### src/common/dme_pkg.sv
// Constants, field layouts and record type for the distortion alarm block
//
// Functional notes
// - Sample blocking once at each program cycle
// - Pick-up without blocking raises start, starts timer
// - Pick-up under blocking raises blocked only
// - Blocking after start releases like pick-up drop
// - Per-channel delay, 5 ms steps, default 10 s
// - ON and OFF events for seven status outputs
// - Event mask selects which events reach the event stream
// - Every stored event carries a time stamp
// - Start, alarm, blocked counters, clearable by command
// - Twelve-record history, oldest overwritten
// - Records only on ON transitions
// - Record holds time, event, phase THD, group
// - Status outputs usable directly and by logic
// - Pick-up releases below 97 % of threshold
// - Disabled channel never picks up or alarms
package dme_pkg;

  // ************************************************************
  // Timing
  // ************************************************************
  localparam int CLK_PERIOD_NS = 8;
  localparam int DELAY_STEP_NS = 5000000;
  localparam int STEP_CYCLES = DELAY_STEP_NS / CLK_PERIOD_NS;
  localparam int TICK_W = 20;

  // ************************************************************
  // Widths and sizes
  // ************************************************************
  localparam int NCH = 3;
  localparam int NSTAT = 7;
  localparam int NEVT = 14;
  localparam int DLY_W = 19;
  localparam int THD_W = 14;
  localparam int CNT_W = 16;
  localparam int TS_W = 32;
  localparam int GRP_W = 3;
  localparam int HIST_DEPTH = 12;
  localparam int HIST_IDX_W = 4;
  localparam logic [HIST_IDX_W-1:0] HIST_LAST = 4'hB;

  // ************************************************************
  // Reset values and fixed ratios
  // ************************************************************
  localparam logic [DLY_W-1:0] DELAY_RESET = 19'h007D0;
  localparam logic [THD_W-1:0] THR_RESET = 14'h03E8;
  localparam logic [NCH-1:0] ENABLE_RESET = 3'h7;
  localparam logic [NEVT-1:0] EVT_MASK_RESET = 14'h3FFF;
  localparam logic [6:0] FULL_PCT = 7'h64;
  localparam logic [6:0] HYST_PCT = 7'h61;

  // ************************************************************
  // Register offsets (byte addresses)
  // ************************************************************
  localparam logic [7:0] ADDR_CTRL = 8'h00;
  localparam logic [7:0] ADDR_DELAY0 = 8'h04;
  localparam logic [7:0] ADDR_THR0 = 8'h10;
  localparam logic [7:0] ADDR_EVT_MASK = 8'h1C;
  localparam logic [7:0] ADDR_STATUS = 8'h20;
  localparam logic [7:0] ADDR_CNT0 = 8'h24;
  localparam logic [7:0] ADDR_INT_STAT = 8'h30;
  localparam logic [7:0] ADDR_INT_MASK = 8'h34;
  localparam logic [7:0] ADDR_HIST_SEL = 8'h38;
  localparam logic [7:0] ADDR_HIST_TIME = 8'h3C;
  localparam logic [7:0] ADDR_HIST_INFO = 8'h40;
  localparam logic [7:0] ADDR_HIST_THD01 = 8'h44;
  localparam logic [7:0] ADDR_HIST_THD2 = 8'h48;

  // Field positions
  localparam int CTRL_CLR_BIT = 3;
  localparam int STAT_BLK_BIT = 6;
  localparam int INT_START_BIT = 0;
  localparam int INT_ALARM_BIT = 1;
  localparam int INT_BLK_BIT = 2;
  localparam int INFO_GRP_LSB = 8;
  localparam int THD_HI_LSB = 16;

  // One fault record
  typedef struct packed {
    logic [TS_W-1:0] stamp;
    logic [2:0] code;
    logic [GRP_W-1:0] group;
    logic [NCH-1:0][THD_W-1:0] thd;
  } dme_rec_type;

endpackage

### src/rtl/dme_channel.sv
// One alarm channel: pick-up with hysteresis, blocking and delay timer
`timescale 1ns/1ps
`default_nettype none
module dme_channel
  import dme_pkg::*;
(
  // Clock and reset
  input wire logic ref_clk,
  input wire logic resetn,
  // Program cycle
  input wire logic tick,
  input wire logic blk,
  // Settings
  input wire logic enable,
  input wire logic [THD_W-1:0] threshold,
  input wire logic [DLY_W-1:0] delay,
  // Measurement
  input wire logic [THD_W-1:0] measured,
  // Status
  output logic start,
  output logic alarm,
  output logic blocked
);

  typedef struct packed {
    logic pick;
    logic start;
    logic alarm;
    logic blocked;
    logic [DLY_W-1:0] timer;
  } dme_ch_type;

  dme_ch_type s_reg;
  dme_ch_type s_next;
  logic above;
  logic held;

  // ************************************************************
  // Next state, evaluated once per program cycle
  // ************************************************************
  always_comb
  begin
    above = measured > threshold;
    held = (21'(measured) * 21'(FULL_PCT)) >=
           (21'(threshold) * 21'(HYST_PCT));
    s_next = s_reg;
    if (tick)
    begin
      s_next.pick = enable && (s_reg.pick ? held : above);
      if (!s_next.pick)
      begin
        // Drop of pick-up releases everything
        s_next.start = 1'b0;
        s_next.alarm = 1'b0;
        s_next.blocked = 1'b0;
        s_next.timer = '0;
      end
      else if (!s_reg.pick)
      begin
        // Fresh pick-up: blocking decides the path
        s_next.start = !blk;
        s_next.blocked = blk;
        s_next.timer = '0;
      end
      else if (s_reg.start && blk)
      begin
        // Late blocking clears start, alarm and timer like a pick-up drop, but sets blocked
        s_next.start = 1'b0;
        s_next.alarm = 1'b0;
        s_next.blocked = 1'b1;
        s_next.timer = '0;
      end
      else if (s_reg.blocked && !blk)
        s_next.blocked = 1'b0;
      else if (s_reg.start)
      begin
        // Saturate so a long fault never wraps the timer
        if (s_reg.timer != '1)
          s_next.timer = s_reg.timer + 1'b1;
        s_next.alarm = s_next.timer >= delay;
      end
    end
  end

  // State register
  always_ff @(posedge ref_clk or negedge resetn)
  begin
    if (!resetn)
      s_reg <= '0;
    else
      s_reg <= s_next;
  end

  assign start = s_reg.start;
  assign alarm = s_reg.alarm;
  assign blocked = s_reg.blocked;

endmodule
`default_nettype wire

### src/rtl/dme_distortion_monitor_event_block.sv
// Distortion alarm block: channels, events, counters, history, registers
`timescale 1ns/1ps
`default_nettype none
module dme_distortion_monitor_event_block
  import dme_pkg::*;
#(
  parameter int unsigned TICK_CYCLES = STEP_CYCLES
)
(
  // Clock and reset
  input wire logic ref_clk,
  input wire logic resetn,
  // Register port
  input wire logic [7:0] reg_addr,
  input wire logic [31:0] reg_wdata,
  input wire logic reg_wr,
  input wire logic reg_rd,
  output logic [31:0] reg_rdata,
  // Blocking matrix and measurements
  input wire logic block_in,
  input wire logic [THD_W-1:0] thd_l1,
  input wire logic [THD_W-1:0] thd_l2,
  input wire logic [THD_W-1:0] thd_l3,
  input wire logic [THD_W-1:0] thd_residual_current_one,
  input wire logic [THD_W-1:0] thd_residual_current_two,
  input wire logic [TS_W-1:0] time_ms,
  input wire logic [GRP_W-1:0] setting_group,
  // Status outputs
  output logic [NCH-1:0] start_out,
  output logic [NCH-1:0] alarm_out,
  output logic blocked_out,
  // Event stream
  output logic [NEVT-1:0] evt_vec,
  output logic [TS_W-1:0] evt_time,
  // Interrupt
  output logic irq
);

  typedef struct packed {
    logic [TICK_W-1:0] tick_cnt;
    logic blk_sample;
    logic [NCH-1:0] enable;
    logic [NCH-1:0][DLY_W-1:0] delay;
    logic [NCH-1:0][THD_W-1:0] thr;
    logic [NEVT-1:0] evt_mask;
    logic [NSTAT-1:0] stat_prev;
    logic [NEVT-1:0] evt_vec;
    logic [TS_W-1:0] evt_time;
    logic [NCH-1:0][CNT_W-1:0] cnt;
    logic [2:0] int_stat;
    logic [2:0] int_mask;
    logic [HIST_IDX_W-1:0] hist_sel;
    logic [HIST_IDX_W-1:0] hist_wr;
    logic [HIST_IDX_W-1:0] hist_fill;
    logic [NSTAT-1:0] pend;
    dme_rec_type snap;
    dme_rec_type [HIST_DEPTH-1:0] hist;
    logic [31:0] rdata;
  } dme_state_type;

  dme_state_type s_reg;
  dme_state_type s_next;

  logic tick;
  logic [NCH-1:0] ch_start;
  logic [NCH-1:0] ch_alarm;
  logic [NCH-1:0] ch_blocked;
  logic [NCH-1:0][THD_W-1:0] ch_meas;
  logic [NSTAT-1:0] stat_now;
  logic [NSTAT-1:0] rise;
  logic [NSTAT-1:0] fall;
  logic [NSTAT-1:0] pick_one;
  logic [THD_W-1:0] phase_max;
  logic [2:0] pick_code;
  logic [2:0] int_set;
  dme_rec_type rd_rec;

  // ************************************************************
  // Program cycle tick and channel measurements
  // ************************************************************
  assign tick = s_reg.tick_cnt == TICK_W'(TICK_CYCLES - 1);

  // Phase channel trips on the worst phase and holds until all fall
  always_comb
  begin
    phase_max = thd_l1;
    if (thd_l2 > phase_max)
      phase_max = thd_l2;
    if (thd_l3 > phase_max)
      phase_max = thd_l3;
  end

  assign ch_meas[0] = phase_max;
  assign ch_meas[1] = thd_residual_current_one;
  assign ch_meas[2] = thd_residual_current_two;

  // ************************************************************
  // Three independent channels
  // ************************************************************
  genvar gi;
  generate
    for (gi = 0; gi < NCH; gi++)
    begin : g_ch
      dme_channel u_ch (
        .ref_clk(ref_clk),
        .resetn(resetn),
        .tick(tick),
        .blk(block_in),
        .enable(s_reg.enable[gi]),
        .threshold(s_reg.thr[gi]),
        .delay(s_reg.delay[gi]),
        .measured(ch_meas[gi]),
        .start(ch_start[gi]),
        .alarm(ch_alarm[gi]),
        .blocked(ch_blocked[gi])
      );
    end
  endgenerate

  // Status order: start x3, alarm x3, blocked
  assign stat_now = {(|ch_blocked), ch_alarm, ch_start};
  assign rise = stat_now & ~s_reg.stat_prev;
  assign fall = ~stat_now & s_reg.stat_prev;

  // Oldest-first is not needed: lowest pending status is recorded next
  assign pick_one = s_reg.pend & (~s_reg.pend + 7'h01);

  always_comb
  begin
    pick_code = 3'h0;
    for (int k = NSTAT - 1; k >= 0; k--)
      if (pick_one[k])
        pick_code = 3'(k);
  end

  // Start, alarm and blocked ON transitions raise interrupts
  assign int_set[INT_START_BIT] = |rise[2:0];
  assign int_set[INT_ALARM_BIT] = |rise[5:3];
  assign int_set[INT_BLK_BIT] = rise[STAT_BLK_BIT];

  // History slot under the read pointer, zero when out of range
  assign rd_rec = (s_reg.hist_sel <= HIST_LAST) ?
                  s_reg.hist[s_reg.hist_sel] : '0;

  // ************************************************************
  // Next state of the whole block
  // ************************************************************
  always_comb
  begin
    s_next = s_reg;
    s_next.tick_cnt = tick ? '0 : s_reg.tick_cnt + 1'b1;
    if (tick)
      s_next.blk_sample = block_in;
    s_next.stat_prev = stat_now;

    // Each status change gives an ON or an OFF event, masked
    for (int k = 0; k < NSTAT; k++)
    begin
      s_next.evt_vec[2*k] = rise[k] & s_reg.evt_mask[2*k];
      s_next.evt_vec[2*k+1] = fall[k] & s_reg.evt_mask[2*k+1];
    end
    if (|rise || |fall)
      s_next.evt_time = time_ms;

    // Counters; a clear in the same cycle as an event loses it
    for (int k = 0; k < NCH; k++)
      s_next.cnt[0] = s_next.cnt[0] + CNT_W'(rise[k]);
    for (int k = 0; k < NCH; k++)
      s_next.cnt[1] = s_next.cnt[1] + CNT_W'(rise[NCH+k]);
    s_next.cnt[2] = s_reg.cnt[2] + CNT_W'(rise[STAT_BLK_BIT]);
    if (reg_wr && reg_addr == ADDR_CTRL && reg_wdata[CTRL_CLR_BIT])
      s_next.cnt = '0;

    // Snapshot at the ON edge so queued records keep their moment
    if (|rise)
    begin
      s_next.snap.stamp = time_ms;
      s_next.snap.group = setting_group;
      s_next.snap.thd = {thd_l3, thd_l2, thd_l1};
    end

    // Drain one queued record per clock into the ring
    s_next.pend = (s_reg.pend & ~pick_one) | rise;
    if (|s_reg.pend)
    begin
      s_next.hist[s_reg.hist_wr] = s_reg.snap;
      s_next.hist[s_reg.hist_wr].code = pick_code;
      s_next.hist_wr = (s_reg.hist_wr == HIST_LAST) ? '0 :
                       s_reg.hist_wr + 1'b1;
      if (s_reg.hist_fill != HIST_IDX_W'(HIST_DEPTH))
        s_next.hist_fill = s_reg.hist_fill + 1'b1;
    end

    // Sticky interrupts; a new event beats the read-clear
    if (reg_rd && reg_addr == ADDR_INT_STAT)
      s_next.int_stat = int_set;
    else
      s_next.int_stat = s_reg.int_stat | int_set;

    // Register writes
    if (reg_wr)
    begin
      case (reg_addr)
        ADDR_CTRL: s_next.enable = reg_wdata[NCH-1:0];
        ADDR_DELAY0: s_next.delay[0] = reg_wdata[DLY_W-1:0];
        ADDR_DELAY0 + 8'h04: s_next.delay[1] = reg_wdata[DLY_W-1:0];
        ADDR_DELAY0 + 8'h08: s_next.delay[2] = reg_wdata[DLY_W-1:0];
        ADDR_THR0: s_next.thr[0] = reg_wdata[THD_W-1:0];
        ADDR_THR0 + 8'h04: s_next.thr[1] = reg_wdata[THD_W-1:0];
        ADDR_THR0 + 8'h08: s_next.thr[2] = reg_wdata[THD_W-1:0];
        ADDR_EVT_MASK: s_next.evt_mask = reg_wdata[NEVT-1:0];
        ADDR_INT_MASK: s_next.int_mask = reg_wdata[2:0];
        ADDR_HIST_SEL: s_next.hist_sel = reg_wdata[HIST_IDX_W-1:0];
        default: s_next.int_mask = s_next.int_mask;
      endcase
    end

    // Register reads; data stand only in the following cycle
    s_next.rdata = '0;
    if (reg_rd)
    begin
      case (reg_addr)
        ADDR_CTRL: s_next.rdata = 32'(s_reg.enable);
        ADDR_DELAY0: s_next.rdata = 32'(s_reg.delay[0]);
        ADDR_DELAY0 + 8'h04: s_next.rdata = 32'(s_reg.delay[1]);
        ADDR_DELAY0 + 8'h08: s_next.rdata = 32'(s_reg.delay[2]);
        ADDR_THR0: s_next.rdata = 32'(s_reg.thr[0]);
        ADDR_THR0 + 8'h04: s_next.rdata = 32'(s_reg.thr[1]);
        ADDR_THR0 + 8'h08: s_next.rdata = 32'(s_reg.thr[2]);
        ADDR_EVT_MASK: s_next.rdata = 32'(s_reg.evt_mask);
        ADDR_STATUS:
          s_next.rdata = {23'h000000, s_reg.blk_sample, 1'b0, stat_now};
        ADDR_CNT0: s_next.rdata = 32'(s_reg.cnt[0]);
        ADDR_CNT0 + 8'h04: s_next.rdata = 32'(s_reg.cnt[1]);
        ADDR_CNT0 + 8'h08: s_next.rdata = 32'(s_reg.cnt[2]);
        ADDR_INT_STAT: s_next.rdata = 32'(s_reg.int_stat);
        ADDR_INT_MASK: s_next.rdata = 32'(s_reg.int_mask);
        ADDR_HIST_SEL:
          s_next.rdata = {16'h0000, 4'h0, s_reg.hist_fill,
                          4'h0, s_reg.hist_wr};
        ADDR_HIST_TIME: s_next.rdata = rd_rec.stamp;
        ADDR_HIST_INFO:
          s_next.rdata = 32'({rd_rec.group, 5'h00, rd_rec.code});
        ADDR_HIST_THD01:
          s_next.rdata = {2'h0, rd_rec.thd[1], 2'h0, rd_rec.thd[0]};
        ADDR_HIST_THD2: s_next.rdata = 32'(rd_rec.thd[2]);
        default: s_next.rdata = '0;
      endcase
    end
  end

  // ************************************************************
  // State register with reset values
  // ************************************************************
  always_ff @(posedge ref_clk or negedge resetn)
  begin
    if (!resetn)
    begin
      s_reg <= '0;
      s_reg.enable <= ENABLE_RESET;
      s_reg.delay <= {NCH{DELAY_RESET}};
      s_reg.thr <= {NCH{THR_RESET}};
      s_reg.evt_mask <= EVT_MASK_RESET;
    end
    else
      s_reg <= s_next;
  end

  // ************************************************************
  // Outputs
  // ************************************************************
  // Direct channel flops, usable for relays or user logic
  assign start_out = ch_start;
  assign alarm_out = ch_alarm;
  assign blocked_out = |ch_blocked;
  assign evt_vec = s_reg.evt_vec;
  assign evt_time = s_reg.evt_time;
  assign reg_rdata = s_reg.rdata;
  assign irq = |(s_reg.int_stat & s_reg.int_mask);

endmodule
`default_nettype wire

### config.mk
export PLATFORM = sky130hd
export DESIGN_NAME = dme_distortion_monitor_event_block
export DESIGN_NICKNAME = d
export VERILOG_FILES = /design/src/common/dme_pkg.sv /design/src/rtl/dme_channel.sv /design/src/rtl/dme_distortion_monitor_event_block.sv
export SDC_FILE = /design/constraint.sdc
export NUM_CORES = 2
export LEC_CHECK = 0
export BUFFER_PORTS_ARGS = -buffer_cell sky130_fd_sc_hd__buf_2
export CORE_MARGIN = 4
export CORE_UTILIZATION = 45
export DETAILED_ROUTE_END_ITERATION = 6
export PLACE_DENSITY_LB_ADDON = 0.05
export SETUP_SLACK_MARGIN = 0.3
export SKIP_CTS_REPAIR_TIMING = 1
export SYNTH_ARGS = -nofsm -noshare
export SYNTH_HDL_FRONTEND = slang
export SYNTH_HIERARCHICAL = 1
export SYNTH_SLANG_ARGS = --single-unit
export TNS_END_PERCENT = 20
### constraint.sdc
create_clock -name ref_clk -period 11.45 [get_ports ref_clk]
set_input_delay 1.145 -clock ref_clk [delete_from_list [all_inputs] [get_ports ref_clk]]
set_output_delay 1.145 -clock ref_clk [all_outputs]
set_load 0.02 [all_outputs]
==> results.toml <==
[drt]
drc = 0
final_antenna_net_count = 0
vias = 53447
first_pass_iters = 6
drtIter0Drc = 4123
avgViaCountPerCell = 5.69
wl_per_cell_um = 25.5
finalWirelength_um = 239000

[floorplanning]
die-area_mm2 = 0.180
die_w_um = 425
die_y_um = 425
core_mm2 = 0.172
rows = 152
initial_utilization_pct = 45.4
pin_count = 236

[clock_tree]
clk_latency_ns = 0.80
ctsLongestPathBuffers = 3
path_clk_slew_ns = 0.07
htreeDepth = 4
cts-root-buf = "clkbuf_16"
cts_buffers = 159
cts.sinks = 1401
cts_tree = "yes"

[final_layout]
area_growth_pct = 8.83
drive_gt1_share_pct = 21.1
final_net_count = 7688
largest_register_ffs = 1254
fillers = 15633

[pwr]
finalPower_mw = 12.5
p_leak_nw = 41.7
irDropWorstVdd_v = 0.000165
p_per_area_mw_per_mm2 = 147

[grt]
grt_pass1_wl_um = 359000
antenna_found_initial = 7
overflow = 0
grt_pass1_vias = 54294
grt_max_degree = 177
grt_usage_pct = 26.5

[timing]
layout_setup_ws_ns = 2.30
slew_headroom_pct = 16.5
rsz0062_at_grt = "no"
drv_slew = 0
setup-tns-final_ns = 0
fin_crit_sh_pct = 79.9
setup_viol = 0
min_period_ns = 9.15
max_freq_ghz = 0.109
hold_viol = 0
tightest_slew_ns = 1.25
clock_skew_ns = 0.0264

[synthesis]
synth_simple_gate_area_share_pct = 11.3
synth_compound_area_share_pct = 7.16
synth_xor_area_share_pct = 1.92
yosys_warnings = 6
synth_flop_cell = "dfrtp_1"
syn-num-nets = 7723
seq_area_frac_synth_pct = 45.0
ys_ff_latch = 1401
synthAdderAreaFrac_pct = 9.70
synth_top_family_by_area = "multiplexers"
synthMuxAreaShare_pct = 19.2
syn_area_per_cell_um2 = 11.2
syn-cell-area_mm2 = 0.0781
synth_edf_count = 0
ys_types = 105
syn-instance-count = 6997
async_reset_ff_share_pct = 100

[place]
hpwl_um = 155000
dp_slack_ns = 1.49
routabilityCongestion = 0.891
port_buffers = 222

[critical_path]
slowest_stage = "a221oi_1"
critPathLaunchType = "input pin"
crit_top_cell = "ha_1"
critPathCaptureType = "flip-flop"
crit_arrival_ns = 9.88
worstSetupPathType = "in -> reg"
crit_required_ns = 12.18
cp_max_fo = 14
max_stage_delay_ns = 0.57

[flow_run]
max-cap-violations = 0

[min_path]
min_path_type = "in -> async"

[status]
status = "finished, final reports clean"
-- power by group --
| part | switching, mW | leakage [nW] | internal, mW | total (mW) |
|---|---|---|---|---|
| clock network | 2.13 | 2.51 | 2.92 | 5.05 |
| registers | 0.230 | 18.0 | 5.13 | 5.36 |
| logic | 1.18 | 21.2 | 0.911 | 2.09 |
-- worst max-delay path, delay by kind of cell --
| kind | cells | cell delay (ns) |
|---|---|---|
| compound gates | 14 | 3.34 |
| fa+ha+maj | 7 | 2.40 |
| simple gates | 9 | 1.46 |
| mux | 2 | 0.76 |
| buf+inv | 4 | 0.66 |
| xor+xnor | 1 | 0.09 |
-- kinds of logic (layout without fill, tap and decap cells) --
kind of cell	count (synthesis)	in the layout
and+or+nand+nor	2023	2023
DFF	1401	1401
muxes	1115	1115
buffers and inverters	871	952
AOI/OAI and AO/OA	840	840
adders and majority gates	576	576
xor gates and xnor gates	171	171
other	0	4
-- synth_stat cells, types with 114 or more instances --
cell type  count  area share, %
mux2_1       184            2.7
a21oi_1      178            1.1
buf_4        114            1.1
mux2i_1      123            1.6
nor2_1       190           0.91
mux2_2       579            8.3
buf_2        133           0.85
nand2_1     1395            6.7
ha_1         527            8.4
mux4_2       228            6.6
clkbuf_1     143           0.69
dfrtp_1     1348             43
o21ai_0      178            1.1
inv_1        369            1.8
-- per-layer routing --
metal	share of wire, %	vias to the layer above	global-route usage (%)
li1	-	24342	-
met3	4.7	366	3.46
met4	3.7	2	9.22
met5	0.0054	-	0
met1	43	27341	35.6
met2	48	1396	44.2
-- through the flow --
stage	cell area [µm²]	hold slack [ns]	std cells	util, %
global route	85000	0.456	9388	49.4
global placement	79900	0.452	9111	46.4
detailed placement	79900	0.457	9111	46.4
floorplan	78100	0.431	6997	-
CTS	85000	0.362	9388	49.4
finish	85000	0.351	9392	49.4
-- cell usage in the layout, fill, tap and decap left out, drive strengths merged, types with 83 or more instances in the layout --
cell type	Yosys	routed
buf	351	303
clkbuf	148	234
xnor2	93	93
dfrtp	1348	1348
inv	371	379
nor2	191	191
mux2	764	764
mux4	228	228
nand3	94	94
nand2	1396	1396
mux2i	123	123
o21ai	193	193
ha	527	527
a22oi	83	83
a21oi	180	180
-- cell type report --
type                       instances  area (µm²)  area share, %
clock buffer                     234        4630           5.45
inverter                         372        1400           1.64
multi-input combinational       4725       38600           45.5
timing repair buffer             303        1820           2.14
tap                             2310        2890           3.40
antenna                            4        10.0         0.0118
sequential                      1401       35100           41.3
clock inverter                    43         462          0.543
-- final timing paths --
kind                                    startpoint                             end  cells past startpoint  slack (ns)
setup / recovery                        thd_l1[10]  g_ch[0].u_ch/alarm$_DFFE_PN0P_                     37        2.30
hold / removal                              resetn           s_reg[1326]$_DFF_PN0_                      1        0.35
setup reg to reg           s_reg[1217]$_DFFE_PN1P_  g_ch[0].u_ch/alarm$_DFFE_PN0P_                     24        5.36
hold reg to reg              s_reg[1315]$_DFF_PN0_           s_reg[1315]$_DFF_PN0_                      1        0.46
max in group asynchronous                   resetn          s_reg[766]$_DFFE_PN0P_                      4        8.27
min in group ref_clk         s_reg[1315]$_DFF_PN0_           s_reg[1315]$_DFF_PN0_                      1        0.46
Power figures use the tool's default switching activity.
